--- config.mk ---
export PLATFORM = sky130hd
export DESIGN_NAME = cce_exec
export DESIGN_NICKNAME = d
export VERILOG_FILES = /design/src/rtl/cce_pkg.sv /design/src/rtl/cce_exec.sv /design/src/rtl/cce_op_decode.sv
export SDC_FILE = /design/constraint.sdc
export NUM_CORES = 1
export LEC_CHECK = 0
export BUFFER_PORTS_ARGS = -buffer_cell sky130_fd_sc_hd__buf_2
export CAP_MARGIN = 0
export CORE_AREA = 2 2 100 102
export CTS_BUF_LIST = sky130_fd_sc_hd__clkbuf_4 sky130_fd_sc_hd__clkbuf_8 sky130_fd_sc_hd__clkbuf_16
export DETAILED_ROUTE_END_ITERATION = 10
export DIE_AREA = 0 0 102 104
export GPL_TIMING_DRIVEN = 0
export PLACE_DENSITY = 0.85
export SLEW_MARGIN = 10
export SYNTH_ARGS = -nofsm -noshare
export SYNTH_HDL_FRONTEND = slang
export SYNTH_SLANG_ARGS = --single-unit
--- constraint.sdc ---
create_clock -name sys_clk -period 6.6 [get_ports sys_clk]
set_input_delay 1.32 -clock sys_clk [delete_from_list [all_inputs] [get_ports sys_clk]]
set_output_delay 1.32 -clock sys_clk [all_outputs]
set_load 0.02 [all_outputs]
--- src/rtl/cce_pkg.sv ---
// Shared constants and types for the call, clear and decrement execution block
package cce_pkg;

    // ************************************************************
    // Widths
    // ************************************************************
    localparam int CCE_INSTR_W = 14;
    localparam int CCE_PC_W = 13;
    localparam int CCE_DATA_W = 8;
    localparam int CCE_FADDR_W = 7;
    localparam int CCE_LIT_W = 11;
    localparam int CCE_LATCH_W = 8;
    localparam int CCE_WDT_W = 8;

    // ************************************************************
    // Field positions
    // ************************************************************
    localparam int CCE_DEST_BIT = 7;
    localparam int CCE_LATCH_HI = 4;
    localparam int CCE_LATCH_LO = 3;

    // ************************************************************
    // Opcode match values and masks
    // ************************************************************
    localparam logic [13:0] CCE_MASK_CALL = 14'h3800;
    localparam logic [13:0] CCE_CODE_CALL = 14'h2000;
    localparam logic [13:0] CCE_CODE_WDTCLR = 14'h0064;
    localparam logic [13:0] CCE_MASK_CLR = 14'h3F80;
    localparam logic [13:0] CCE_CODE_REGISTER_CLEAR_OP = 14'h0180;
    localparam logic [13:0] CCE_CODE_WORKING_CLEAR_OP = 14'h0100;
    localparam logic [13:0] CCE_MASK_FD = 14'h3F00;
    localparam logic [13:0] CCE_CODE_REGISTER_INVERT_OP = 14'h0900;
    localparam logic [13:0] CCE_CODE_REGISTER_DECREMENT_OP = 14'h0300;
    localparam logic [13:0] CCE_CODE_DECREMENT_SKIP_ZERO_OP = 14'h0B00;

    // ************************************************************
    // Reset values and counts
    // ************************************************************
    localparam logic [12:0] CCE_PC_RESET = 13'h0000;
    localparam logic CCE_TIMEOUT_RESET = 1'b1;
    localparam logic CCE_POWER_DOWN_RESET = 1'b1;
    localparam logic [7:0] CCE_ZERO_BYTE = 8'h00;
    localparam logic [12:0] CCE_PC_STEP = 13'h0001;
    localparam logic [12:0] CCE_PC_SKIP_STEP = 13'h0002;
    localparam logic [7:0] CCE_ONE_BYTE = 8'h01;

    // ************************************************************
    // Types
    // ************************************************************
    typedef enum logic [2:0] {
        CCE_OP_OTHER = 3'h0,
        CCE_OP_CALL = 3'h1,
        CCE_OP_WDTCLR = 3'h2,
        CCE_OP_REGISTER_CLEAR_OP = 3'h3,
        CCE_OP_WORKING_CLEAR_OP = 3'h4,
        CCE_OP_REGISTER_INVERT_OP = 3'h5,
        CCE_OP_REGISTER_DECREMENT_OP = 3'h6,
        CCE_OP_DECREMENT_SKIP_ZERO_OP = 3'h7
    } cce_op_e;

    typedef enum logic {
        CCE_ST_RUN = 1'b0,
        CCE_ST_NOP = 1'b1
    } cce_state_e;

endpackage

--- src/rtl/cce_exec.sv ---
// Execution unit for call, watchdog clear, clear, complement and decrement
// Functional notes
// - Call pushes address of following instruction onto the return stack
// - Call loads its eleven-bit literal into program counter bits 10..0
// - Call fills program counter bits 12..11 from latch bits 4..3
// - Call takes two cycles and leaves all status flags unchanged
// - Watchdog clear zeroes the watchdog counter and its prescaler
// - Watchdog clear sets the timeout and power-down flags
// - Register clear writes zero to the file register and sets zero flag
// - Working clear writes zero to working register and sets zero flag
// - Invert complements file register, stored to working or file by dest bit
// - Decrement stores file minus one by dest bit, updates only zero flag
// - Decrement-skip stores file minus one by dest bit, flags unchanged
// - Decrement-skip with zero result runs a no-operation instead of next word
//
`timescale 1ns/1ns
module cce_exec #(
    parameter int PRE_W = 8
) (
    input wire logic sys_clk,
    input wire logic rst,
    input wire logic [cce_pkg::CCE_INSTR_W-1:0] instr_word,
    input wire logic instr_valid,
    input wire logic [cce_pkg::CCE_LATCH_W-1:0] upper_address_latch,
    input wire logic [cce_pkg::CCE_DATA_W-1:0] file_rdata,
    input wire logic wdt_tick,
    output logic [cce_pkg::CCE_PC_W-1:0] prog_addr,
    output logic [cce_pkg::CCE_FADDR_W-1:0] file_raddr,
    output logic [cce_pkg::CCE_FADDR_W-1:0] file_waddr,
    output logic [cce_pkg::CCE_DATA_W-1:0] file_wdata,
    output logic file_we,
    output logic [cce_pkg::CCE_DATA_W-1:0] working_value,
    output logic zero_flag,
    output logic timeout_flag,
    output logic power_down_flag,
    output logic stack_push,
    output logic [cce_pkg::CCE_PC_W-1:0] stack_top,
    output logic [cce_pkg::CCE_WDT_W-1:0] watchdog_counter,
    output logic [PRE_W-1:0] watchdog_prescaler,
    output logic skip_active
);
    import cce_pkg::*;

    // ************************************************************
    // Parameter check
    // ************************************************************
    generate
        if (PRE_W < 1 || PRE_W > 16) begin : g_bad_pre
            $error("PRE_W must lie between 1 and 16");
        end
    endgenerate

    // ************************************************************
    // State
    // ************************************************************
    typedef struct packed {
        cce_state_e state;
        logic [CCE_PC_W-1:0] pc;
        logic exec_valid;
        logic [CCE_INSTR_W-1:0] instr;
        logic [CCE_PC_W-1:0] exec_pc;
        logic [CCE_DATA_W-1:0] working;
        logic zero;
        logic timeout;
        logic power_down;
        logic file_we;
        logic [CCE_FADDR_W-1:0] file_waddr;
        logic [CCE_DATA_W-1:0] file_wdata;
        logic stack_push;
        logic [CCE_PC_W-1:0] stack_data;
        logic [CCE_WDT_W-1:0] wdt_count;
        logic [PRE_W-1:0] wdt_pre;
    } cce_st_s;

    localparam cce_st_s RST_VAL = '{
        state: CCE_ST_RUN,
        pc: CCE_PC_RESET,
        timeout: CCE_TIMEOUT_RESET,
        power_down: CCE_POWER_DOWN_RESET,
        default: '0
    };

    cce_st_s st_reg;
    cce_st_s st_next;
    cce_op_e op;
    logic ex_go;
    logic dest_file;
    logic [CCE_DATA_W-1:0] operand;
    logic [CCE_DATA_W-1:0] result;

    cce_op_decode u_decode (
        .instr_word(st_reg.instr),
        .op(op)
    );

    // ************************************************************
    // Operand with bypass of the pending file write
    // ************************************************************
    assign ex_go = st_reg.exec_valid && (st_reg.state == CCE_ST_RUN);
    assign dest_file = st_reg.instr[CCE_DEST_BIT];
    assign operand = (st_reg.file_we && st_reg.file_waddr == st_reg.instr[CCE_FADDR_W-1:0])
        ? st_reg.file_wdata : file_rdata;

    // ************************************************************
    // Next state
    // ************************************************************
    always_comb begin
        st_next = st_reg;
        result = CCE_ZERO_BYTE;
        st_next.file_we = 1'b0;
        st_next.stack_push = 1'b0;
        st_next.state = CCE_ST_RUN;
        // Fetch side: word at pc enters execute
        st_next.exec_valid = instr_valid;
        if (instr_valid) begin
            st_next.instr = instr_word;
            st_next.exec_pc = st_reg.pc;
            st_next.pc = st_reg.pc + CCE_PC_STEP;
        end
        // Watchdog prescaler and counter
        if (wdt_tick) begin
            st_next.wdt_pre = st_reg.wdt_pre + 1'b1;
            if (&st_reg.wdt_pre) begin
                st_next.wdt_count = st_reg.wdt_count + 1'b1;
                if (&st_reg.wdt_count) begin
                    st_next.timeout = 1'b0;
                end
            end
        end
        if (ex_go) begin
            case (op)
                CCE_OP_CALL: begin
                    st_next.stack_push = 1'b1;
                    st_next.stack_data = st_reg.exec_pc + CCE_PC_STEP;
                    st_next.pc = {upper_address_latch[CCE_LATCH_HI:CCE_LATCH_LO],
                        st_reg.instr[CCE_LIT_W-1:0]};
                    st_next.state = CCE_ST_NOP;
                end
                CCE_OP_WDTCLR: begin
                    st_next.wdt_count = '0;
                    st_next.wdt_pre = '0;
                    st_next.timeout = 1'b1;
                    st_next.power_down = 1'b1;
                end
                CCE_OP_REGISTER_CLEAR_OP: begin
                    st_next.file_we = 1'b1;
                    st_next.file_waddr = st_reg.instr[CCE_FADDR_W-1:0];
                    st_next.file_wdata = CCE_ZERO_BYTE;
                    st_next.zero = 1'b1;
                end
                CCE_OP_WORKING_CLEAR_OP: begin
                    st_next.working = CCE_ZERO_BYTE;
                    st_next.zero = 1'b1;
                end
                CCE_OP_REGISTER_INVERT_OP, CCE_OP_REGISTER_DECREMENT_OP, CCE_OP_DECREMENT_SKIP_ZERO_OP: begin
                    if (op == CCE_OP_REGISTER_INVERT_OP) begin
                        result = ~operand;
                    end else begin
                        result = operand - CCE_ONE_BYTE;
                    end
                    if (dest_file) begin
                        st_next.file_we = 1'b1;
                        st_next.file_waddr = st_reg.instr[CCE_FADDR_W-1:0];
                        st_next.file_wdata = result;
                    end else begin
                        st_next.working = result;
                    end
                    if (op != CCE_OP_DECREMENT_SKIP_ZERO_OP) begin
                        st_next.zero = (result == CCE_ZERO_BYTE);
                    end else if (result == CCE_ZERO_BYTE) begin
                        st_next.pc = st_reg.exec_pc + CCE_PC_SKIP_STEP;
                        st_next.state = CCE_ST_NOP;
                    end
                end
                default: begin
                end
            endcase
        end
    end

    always_ff @(posedge sys_clk) begin
        if (rst) begin
            st_reg <= RST_VAL;
        end else begin
            st_reg <= st_next;
        end
    end

    // ************************************************************
    // Outputs
    // ************************************************************
    assign prog_addr = st_reg.pc;
    assign file_raddr = st_reg.instr[CCE_FADDR_W-1:0];
    assign file_waddr = st_reg.file_waddr;
    assign file_wdata = st_reg.file_wdata;
    assign file_we = st_reg.file_we;
    assign working_value = st_reg.working;
    assign zero_flag = st_reg.zero;
    assign timeout_flag = st_reg.timeout;
    assign power_down_flag = st_reg.power_down;
    assign stack_push = st_reg.stack_push;
    assign stack_top = st_reg.stack_data;
    assign watchdog_counter = st_reg.wdt_count;
    assign watchdog_prescaler = st_reg.wdt_pre;
    assign skip_active = (st_reg.state == CCE_ST_NOP);

    // ************************************************************
    // Checks
    // ************************************************************
    property p_call_push;
        @(posedge sys_clk) disable iff (rst)
        (ex_go && op == CCE_OP_CALL) |=>
            stack_push && stack_top == $past(st_reg.exec_pc) + CCE_PC_STEP;
    endproperty
    a_call_push: assert property (p_call_push) else $error("call push wrong");

    property p_call_low;
        @(posedge sys_clk) disable iff (rst)
        (ex_go && op == CCE_OP_CALL) |=>
            prog_addr[CCE_LIT_W-1:0] == $past(st_reg.instr[CCE_LIT_W-1:0]);
    endproperty
    a_call_low: assert property (p_call_low) else $error("call target low bits");

    property p_call_high;
        @(posedge sys_clk) disable iff (rst)
        (ex_go && op == CCE_OP_CALL) |=>
            prog_addr[12:11] == $past(upper_address_latch[CCE_LATCH_HI:CCE_LATCH_LO]);
    endproperty
    a_call_high: assert property (p_call_high) else $error("call target high bits");

    property p_call_two;
        @(posedge sys_clk) disable iff (rst)
        (ex_go && op == CCE_OP_CALL) |=>
            skip_active && $stable(zero_flag) && $stable(timeout_flag)
            ##1 !skip_active;
    endproperty
    a_call_two: assert property (p_call_two) else $error("call cycles or flags");

    property p_wdt_zero;
        @(posedge sys_clk) disable iff (rst)
        (ex_go && op == CCE_OP_WDTCLR) |=>
            watchdog_counter == '0 && watchdog_prescaler == '0;
    endproperty
    a_wdt_zero: assert property (p_wdt_zero) else $error("watchdog not cleared");

    property p_wdt_flags;
        @(posedge sys_clk) disable iff (rst)
        (ex_go && op == CCE_OP_WDTCLR) |=> timeout_flag && power_down_flag;
    endproperty
    a_wdt_flags: assert property (p_wdt_flags) else $error("timeout or power flag");

    property p_register_clear_op;
        @(posedge sys_clk) disable iff (rst)
        (ex_go && op == CCE_OP_REGISTER_CLEAR_OP) |=>
            file_we && file_wdata == CCE_ZERO_BYTE && zero_flag
            && file_waddr == $past(st_reg.instr[CCE_FADDR_W-1:0]);
    endproperty
    a_register_clear_op: assert property (p_register_clear_op) else $error("register clear wrong");

    property p_working_clear_op;
        @(posedge sys_clk) disable iff (rst)
        (ex_go && op == CCE_OP_WORKING_CLEAR_OP) |=> working_value == CCE_ZERO_BYTE && zero_flag;
    endproperty
    a_working_clear_op: assert property (p_working_clear_op) else $error("working clear wrong");

    property p_register_invert_op;
        @(posedge sys_clk) disable iff (rst)
        (ex_go && op == CCE_OP_REGISTER_INVERT_OP && dest_file) |=>
            file_we && file_wdata == ~$past(operand);
    endproperty
    a_register_invert_op: assert property (p_register_invert_op) else $error("invert result wrong");

    property p_register_decrement_op;
        @(posedge sys_clk) disable iff (rst)
        (ex_go && op == CCE_OP_REGISTER_DECREMENT_OP && !dest_file) |=>
            !file_we && working_value == $past(operand) - CCE_ONE_BYTE;
    endproperty
    a_register_decrement_op: assert property (p_register_decrement_op) else $error("decrement result wrong");

    property p_decrement_skip_zero_op_flags;
        @(posedge sys_clk) disable iff (rst)
        (ex_go && op == CCE_OP_DECREMENT_SKIP_ZERO_OP) |=> $stable(zero_flag);
    endproperty
    a_decrement_skip_zero_op_flags: assert property (p_decrement_skip_zero_op_flags) else $error("skip op changed flag");

    property p_decrement_skip_zero_op_skip;
        @(posedge sys_clk) disable iff (rst)
        (ex_go && op == CCE_OP_DECREMENT_SKIP_ZERO_OP) |=>
            skip_active == ($past(operand) == CCE_ONE_BYTE);
    endproperty
    a_decrement_skip_zero_op_skip: assert property (p_decrement_skip_zero_op_skip) else $error("skip decision wrong");

    property p_zero;
        @(posedge sys_clk) disable iff (rst)
        (ex_go && op == CCE_OP_REGISTER_DECREMENT_OP && dest_file) |=>
            zero_flag == (file_wdata == CCE_ZERO_BYTE);
    endproperty
    a_zero: assert property (p_zero) else $error("zero flag mismatch");

    property p_register_invert_op_work;
        @(posedge sys_clk) disable iff (rst)
        (ex_go && op == CCE_OP_REGISTER_INVERT_OP && !dest_file) |=>
            !file_we && working_value == ~$past(operand);
    endproperty
    a_register_invert_op_work: assert property (p_register_invert_op_work) else $error("invert to working wrong");

    property p_zero_register_invert_op;
        @(posedge sys_clk) disable iff (rst)
        (ex_go && op == CCE_OP_REGISTER_INVERT_OP) |=>
            zero_flag == (~$past(operand) == CCE_ZERO_BYTE);
    endproperty
    a_zero_register_invert_op: assert property (p_zero_register_invert_op) else $error("invert zero flag");

    property p_register_decrement_op_file;
        @(posedge sys_clk) disable iff (rst)
        (ex_go && op == CCE_OP_REGISTER_DECREMENT_OP && dest_file) |=>
            file_we && file_wdata == $past(operand) - CCE_ONE_BYTE
            && file_waddr == $past(st_reg.instr[CCE_FADDR_W-1:0]);
    endproperty
    a_register_decrement_op_file: assert property (p_register_decrement_op_file) else $error("decrement to file wrong");

    property p_decrement_skip_zero_op_file;
        @(posedge sys_clk) disable iff (rst)
        (ex_go && op == CCE_OP_DECREMENT_SKIP_ZERO_OP && dest_file) |=>
            file_we && file_wdata == $past(operand) - CCE_ONE_BYTE;
    endproperty
    a_decrement_skip_zero_op_file: assert property (p_decrement_skip_zero_op_file) else $error("skip op file value");

    property p_decrement_skip_zero_op_work;
        @(posedge sys_clk) disable iff (rst)
        (ex_go && op == CCE_OP_DECREMENT_SKIP_ZERO_OP && !dest_file) |=>
            !file_we && working_value == $past(operand) - CCE_ONE_BYTE;
    endproperty
    a_decrement_skip_zero_op_work: assert property (p_decrement_skip_zero_op_work) else $error("skip op working");

    property p_skip_pc;
        @(posedge sys_clk) disable iff (rst)
        (ex_go && op == CCE_OP_DECREMENT_SKIP_ZERO_OP && operand == CCE_ONE_BYTE) |=>
            prog_addr == $past(st_reg.exec_pc) + CCE_PC_SKIP_STEP;
    endproperty
    a_skip_pc: assert property (p_skip_pc) else $error("skip address wrong");

    property p_skip_quiet;
        @(posedge sys_clk) disable iff (rst)
        skip_active |=> !file_we && !stack_push
            && $stable(working_value) && $stable(zero_flag);
    endproperty
    a_skip_quiet: assert property (p_skip_quiet) else $error("discarded word acted");

    property p_call_quiet;
        @(posedge sys_clk) disable iff (rst)
        (ex_go && op == CCE_OP_CALL) |=>
            !file_we && $stable(working_value) && $stable(power_down_flag);
    endproperty
    a_call_quiet: assert property (p_call_quiet) else $error("call touched data");

endmodule // cce_exec

--- src/rtl/cce_op_decode.sv ---
// Opcode classifier for the execution block
`timescale 1ns/1ns
module cce_op_decode (
    input wire logic [cce_pkg::CCE_INSTR_W-1:0] instr_word,
    output cce_pkg::cce_op_e op
);
    import cce_pkg::*;

    // ************************************************************
    // Match in priority order
    // ************************************************************
    always_comb begin
        if ((instr_word & CCE_MASK_CALL) == CCE_CODE_CALL) begin
            op = CCE_OP_CALL;
        end else if (instr_word == CCE_CODE_WDTCLR) begin
            op = CCE_OP_WDTCLR;
        end else if ((instr_word & CCE_MASK_CLR) == CCE_CODE_REGISTER_CLEAR_OP) begin
            op = CCE_OP_REGISTER_CLEAR_OP;
        end else if ((instr_word & CCE_MASK_CLR) == CCE_CODE_WORKING_CLEAR_OP) begin
            op = CCE_OP_WORKING_CLEAR_OP;
        end else if ((instr_word & CCE_MASK_FD) == CCE_CODE_REGISTER_INVERT_OP) begin
            op = CCE_OP_REGISTER_INVERT_OP;
        end else if ((instr_word & CCE_MASK_FD) == CCE_CODE_REGISTER_DECREMENT_OP) begin
            op = CCE_OP_REGISTER_DECREMENT_OP;
        end else if ((instr_word & CCE_MASK_FD) == CCE_CODE_DECREMENT_SKIP_ZERO_OP) begin
            op = CCE_OP_DECREMENT_SKIP_ZERO_OP;
        end else begin
            op = CCE_OP_OTHER;
        end
    end

endmodule // cce_op_decode

## Word-level counts from Yosys, hierarchy flattened

Index checks and enable logic that the tools add are counted.

- Register bits: 98
- Input bits: 34
- Output and inout port bits: 78
- Logic and storage cells: 89

- Add/subtract/negate cells: 6
- Equal/unequal tests: 19
- Mux-type cells: 31
- Bitwise logic cells: 3
- Reductions and logical operators: 15

Operator list:

| operator | count |
|---|---|
| $mux W16 | 3 |
| $mux W48 | 1 |
| $mux W8 | 6 |
| $mux W14 | 3 |
| $pmux W16 S2 | 1 |
| $pmux W14 S2 | 1 |
| $add A13 B1 Y13 const B | 2 |
| $mux W13 | 2 |
| $mux W3 | 7 |
| $add A8 B1 Y8 const B | 2 |
| $pmux W8 S2 | 1 |
| $reduce_and A8 Y1 | 2 |
| $eq A3 B3 Y1 const B | 5 |
| $eq A14 B7 Y1 const B | 1 |
| $eq A7 B2 Y1 const B | 2 |
| $add A13 B2 Y13 const B | 1 |
| $eq A6 B4 Y1 const B | 2 |
| $reduce_and A3 Y1 | 3 |
| $logic_not A8 Y1 | 1 |
| $not A8 Y8 | 1 |
| $sub A8 B1 Y8 const B | 1 |
| $eq A7 B7 Y1 | 1 |
| $eq A3 B2 Y1 const B | 2 |
| $eq A6 B2 Y1 const B | 1 |
| 12 further kinds | 22 |

## Logic depth before layout (Yosys ltp)

- Word-level depth: 17
- Depth in mapped cells: 14
- Mapped depth without buffers: 12

## By module

From an unflattened synthesis, not the netlist that was laid out.

- Cells, all modules: 636
- Area total of the unflattened synthesis: 5521.5 um^2

Modules (own cells, without submodules):

| module | times used | cells an instance | area an instance (um^2) | sequential area each (um^2) |
|---|---|---|---|---|
| cce_exec | 1 | 623 | 5440.2 | 1961.9 |
| cce_op_decode | 1 | 13 | 81.3 | 0.0 |

## Least setup slack after synthesis

No wires, ideal clock.

- Path kind: input-to-reg
- Start point: in file_rdata[0] (netlist bit)
- End point: reg st_reg (netlist bit prog_addr[10])
- Library setup time: 0.083 ns
- Arrival time: 3.729 ns
- Data required time: 6.517 ns
- Path slack: 2.788 ns
- Stages: 12
- Buffers on the path: 2
- Cells stage by stage: o21ai_0 > and2_1 > ha_1 > clkbuf_1 > nand3b_1 > o311ai_1 > mux2_2 > nand3_1 > nor4_4 > buf_6 > mux2_1 > o221ai_1

- Cells in the longest elaborated chain, start to end: 10
- Elaborated cells between the ends (all ways): 11
- Classes of those cells: add/sub: 1; mux: 8; bitwise: 1; reduce/logical: 1

RTL lines:

| item | line | source |
|---|---|---|
| from (decl) | cce_exec.sv:25 | `input wire logic [cce_pkg::CCE_DATA_W-1:0] file_rdata,` |
| $mux W8 (*) | cce_exec.sv:102 | `? st_reg.file_wdata : file_rdata;` |
| $sub A8 B1 Y8 / $not A8 Y8 (equally long branches) | cce_exec.sv:159, cce_exec.sv:157 |  |
| $mux W8 (*) | cce_exec.sv:156 | `if (op == CCE_OP_REGISTER_INVERT_OP) begin` |
| $mux W8 (*) | cce_exec.sv:131 | `case (op)` |
| $mux W8 (*) | cce_exec.sv:130 | `if (ex_go) begin` |
| $logic_not A8 Y1 (*) | cce_exec.sv:170 | `end else if (result == CCE_ZERO_BYTE) begin` |
| $mux W14 (*) | cce_exec.sv:170 |  |
| $mux W14 (*) | cce_exec.sv:168 | `if (op != CCE_OP_DECREMENT_SKIP_ZERO_OP) begin` |
| $pmux W14 S2 (*) | cce_exec.sv:131 |  |
| $mux W13 (*) | cce_exec.sv:130 |  |
| to (signal assigned) | cce_exec.sv:185 | `st_reg <= st_next;` |
| to (decl) | cce_exec.sv:83 | `cce_st_s st_reg;` |

Every way passes the cells marked *; elsewhere a longest branch is shown, timed or not. The select of a mux whose other input is x is not followed.
A chain may end at the register's enable or synchronous reset.

## Worst setup path in the final report

- Start point: reg st_reg (netlist bit file_raddr[6])
- End point: reg st_reg (netlist bit prog_addr[9])

- Cells in the longest elaborated chain, start to end: 12
- Elaborated cells between the ends (all ways): 22
- Classes of those cells: add/sub: 1; eq/ne: 7; mux: 10; bitwise: 1; reduce/logical: 3

RTL lines:

| item | line | source |
|---|---|---|
| $eq A7 B7 Y1 / $eq A14 B7 Y1 (equally long branches) | cce_exec.sv:101, cce_op_decode.sv:15 |  |
| $logic_and A1 B1 Y1 / $mux W3 (equally long branches) | cce_exec.sv:101, cce_op_decode.sv:15 |  |
| $mux W8 / $mux W3 (equally long branches) | cce_exec.sv:102, cce_op_decode.sv:13 |  |
| $sub A8 B1 Y8 (tied with other cells) | cce_exec.sv:159 | `result = operand - CCE_ONE_BYTE;` |
| $mux W8 | cce_exec.sv:156 |  |
| $mux W8 | cce_exec.sv:131 |  |
| $mux W8 | cce_exec.sv:130 |  |
| $logic_not A8 Y1 | cce_exec.sv:170 |  |
| $mux W14 | cce_exec.sv:170 |  |
| $mux W14 | cce_exec.sv:168 |  |
| $pmux W14 S2 (*) | cce_exec.sv:131 |  |
| $mux W13 (*) | cce_exec.sv:130 |  |

Marked as above.

==> results.md <==
- Footprint of the multi-input gates: 2930 um2
- Tot GR Track Use: roughly a quarter
- Largest register FFs: 20
- Initial core utilization: 59.0%
- CTS clk-pin slew, worst paths: 0.09 ns
- Leak Pwr: 2.80 nW
- Final Skew: approximately 0.014 ns
- Hold depth: 2
- Final Max Tran Viols: 0
- Max_cap viols: 0
- Worst EP arrival: 4.58 ns
- Num rows: 36
- RSZ-0062 raised after global routing: false
- # hold bufs at CTS: 0
- Post-route ant nets: 0
- Share of cells above drive strength 1: 25.4%
- DP Area: 6310 um2
- Non-filler cells, final: 919
- Hold path startpoint: timeout_flag
- I/O pin total: around 110
- Routability Congestion: 0.886
- Fraction of registers with async set/reset: 0%
- Die H: 104 um
- CTS resizes: 0
- Fin worst setup slack: between 2 and 2.5 ns
- Syn_area_per_cell: 8.40 um2
- VDD IR max: ~0.13 mV
- Routed Wire Length: ~14000 um
- Worst setup slack after placement: 2.14 ns
- IO buf count: between 100 and 150
- Total Nets Final: 823
- Flop2flop setup slack: ~2.3 ns
- Top cell type's share of synthesized area: a little over a third
- Register area share after synthesis: 34.8%
- Commonest non-fill, non-tap cell in the layout: buf_2
- WL/cell: 15.0 um
- Largest net degree at the start of global routing: 15
- Worst Hold End: timeout_flag
- Vias in the first global route: 4527
- Synth Cell Area: 5640 um2
- Chip width: 102 um
- Main synth FF type: dfxtp_1
- # diodes: 0
- Crit path launch type: register
- Status: complete, no violations
- Register area: 1960 um2
- Vias per Instance: 5.44
- DR iter-0 viols: roughly 420
- Worst Path Required: 6.89 ns
- P per Cell Area: 177 nW/um2
- Ranking of synthesized cells by area: dfxtp_1 35%, buf_4 9.9%, mux2i_1 6.7%
- Clk buf depth: 2
- Worst hold-check path type: reg -> reg
- # fillers: approximately 800
- Grt ovf: 0
- Slew at the pin with the worst max-slew slack: 1.27 ns
- Worst rel slew slack: 14.3%
- First-pass GRT wire length: 22500 um
- Fmax: 0.233 GHz
- Antenna violations before repair: 0
- First-pass detailed-route iteration total: 6
- CTS tree: done
- Number of synthesized flops with an enable pin: 0
- Dpl cells: 905
- Syn Nets: 711
- Area grow syn2layout: 15.4%
- Postcts setup bufs: 0
- Die ar.: 10600 um2
- Crit-path max FO: 10
- Endpoints failing setup: 0
- Via count: 4999
- Syn Inst Count: 671
- Most frequent cells in the layout: 102 x buf_2, 99 x nor2_1, 98 x dfxtp_1, 74 x buf_4, 61 x nand2_1
- Synth warn: 0
- Setup tns final: 0 ns
- Core Region: 9550 um2
- R2R depth: 14
- Post-layout min period: 4.29 ns
- Part of the cycle the worst path needs: 65.0%
- CTS buffer count: 9
- Drt drc: 0
- Critical path class: reg -> reg
- Final Instance Area: 6510 um2
- Clock Latency Late Sink: between 0.3 and 0.4 ns
- H-tree level count: 3
- Hold Fails Final Rpt: 0
- Reg2reg start: file_raddr[6]
- Root Buffer: clkbuf_8
- Synth cell types: 53
- Worst setup EP type: register
- Cell taking the most area after synthesis: dfxtp_1
- Dpl hpwl: a little over 10000 um
- FF-to-FF End: prog_addr[9]
- #FFs+latches synth: 98
- CTS Sinks: 98
how the worst max path moves through the flow:
stage	startpoint	endpoint	slack, ns	depth (start not counted)
after detailed placement	file_rdata[0]	prog_addr[9]	2.14	13
after CTS	file_raddr[6]	prog_addr[9]	2.35	14
after global placement	file_rdata[0]	prog_addr[9]	2.15	13
after floorplan	file_rdata[0]	prog_addr[10]	2.79	12
after global routing	file_raddr[6]	prog_addr[8]	2.08	14
final	file_raddr[6]	prog_addr[9]	2.31	14
power breakdown:
part	internal [W]	switching (W)
combinational	0.0000553	0.0000754
clock	0.000196	0.000204
sequential	0.000603	0.0000171
total	0.000855	0.000297
critical path, cell delays in order (launching register included):
cell	delay (ns)
dfxtp_1	0.55
xnor2_1	0.15
and4_1	0.24
nand2_1	0.29
mux2i_1	0.29
ha_1	0.17
clkbuf_1	0.33
nand3b_1	0.22
o311ai_1	0.30
mux2_2	0.20
nand3_1	0.18
nor4_4	0.53
buf_6	0.23
mux2_1	0.35
o221ai_1	0.18
cells by family after synthesis:
logic type               Yosys count  share of synthesized area (%)
other                              1                         0.0665
flip-flops                        98                           34.8
AO/OA/AOI/OAI                     86                           10.4
multiplexers                      50                           9.14
XOR/XNOR                          65                           10.1
adder cells (fa/ha/maj)            6                           1.33
AND/OR/NAND/NOR                  245                           20.9
buffers and inverters            120                           13.2
layer usage:
layer	track usage, %	part of all wire (%)	vias up	wire, um
met5	0	0	-	0
met3	3.83	6.7	25	929
met1	37.7	46	2319	6310
met2	40.0	46	208	6310
met4	9.43	2.0	0	279
li1	-	-	2447	-
stage by stage:
stage / util (%) / power (W) / hold WS, ns
after floorplan: - / 0.000721 / 0.432
after global placement: 66.1 / 0.000758 / 0.446
after detailed placement: 66.1 / 0.000762 / 0.457
after CTS: 68.1 / 0.00115 / 0.470
after global routing: 68.1 / 0.00119 / 0.494
final: 68.1 / 0.00115 / 0.467
cells in the mapped netlist, types with 3 or more instances:
library cell  instances
nor2_1               99
dfxtp_1              98
buf_4                74
nand2_1              61
mux2i_1              38
xnor2_1              34
clkbuf_1             32
xor2_1               31
a21oi_1              20
nand3_1              18
nand4_1              18
a22oi_1              16
a211oi_1             14
mux2_1               11
o221ai_1             10
nor3_1                9
inv_1                 8
o21ai_0               8
and3_1                7
ha_1                  6
nor2b_1               5
and2_1                4
and4_1                4
a31oi_1               3
buf_1                 3
nand2b_1              3
o22ai_1               3
o31ai_1               3
layout make-up:
type / count / area share [%]
Tap cell: 133 / 2.56
Clock inverter: 2 / 0.577
Sequential cell: 98 / 30.2
Buffer: 112 / 11.0
Clock buffer: 12 / 2.44
Multi-Input combinational cell: 453 / 45.1
Inverter: 8 / 0.462
Timing Repair Buffer: 101 / 7.77
Power figures use the tool's default switching activity.
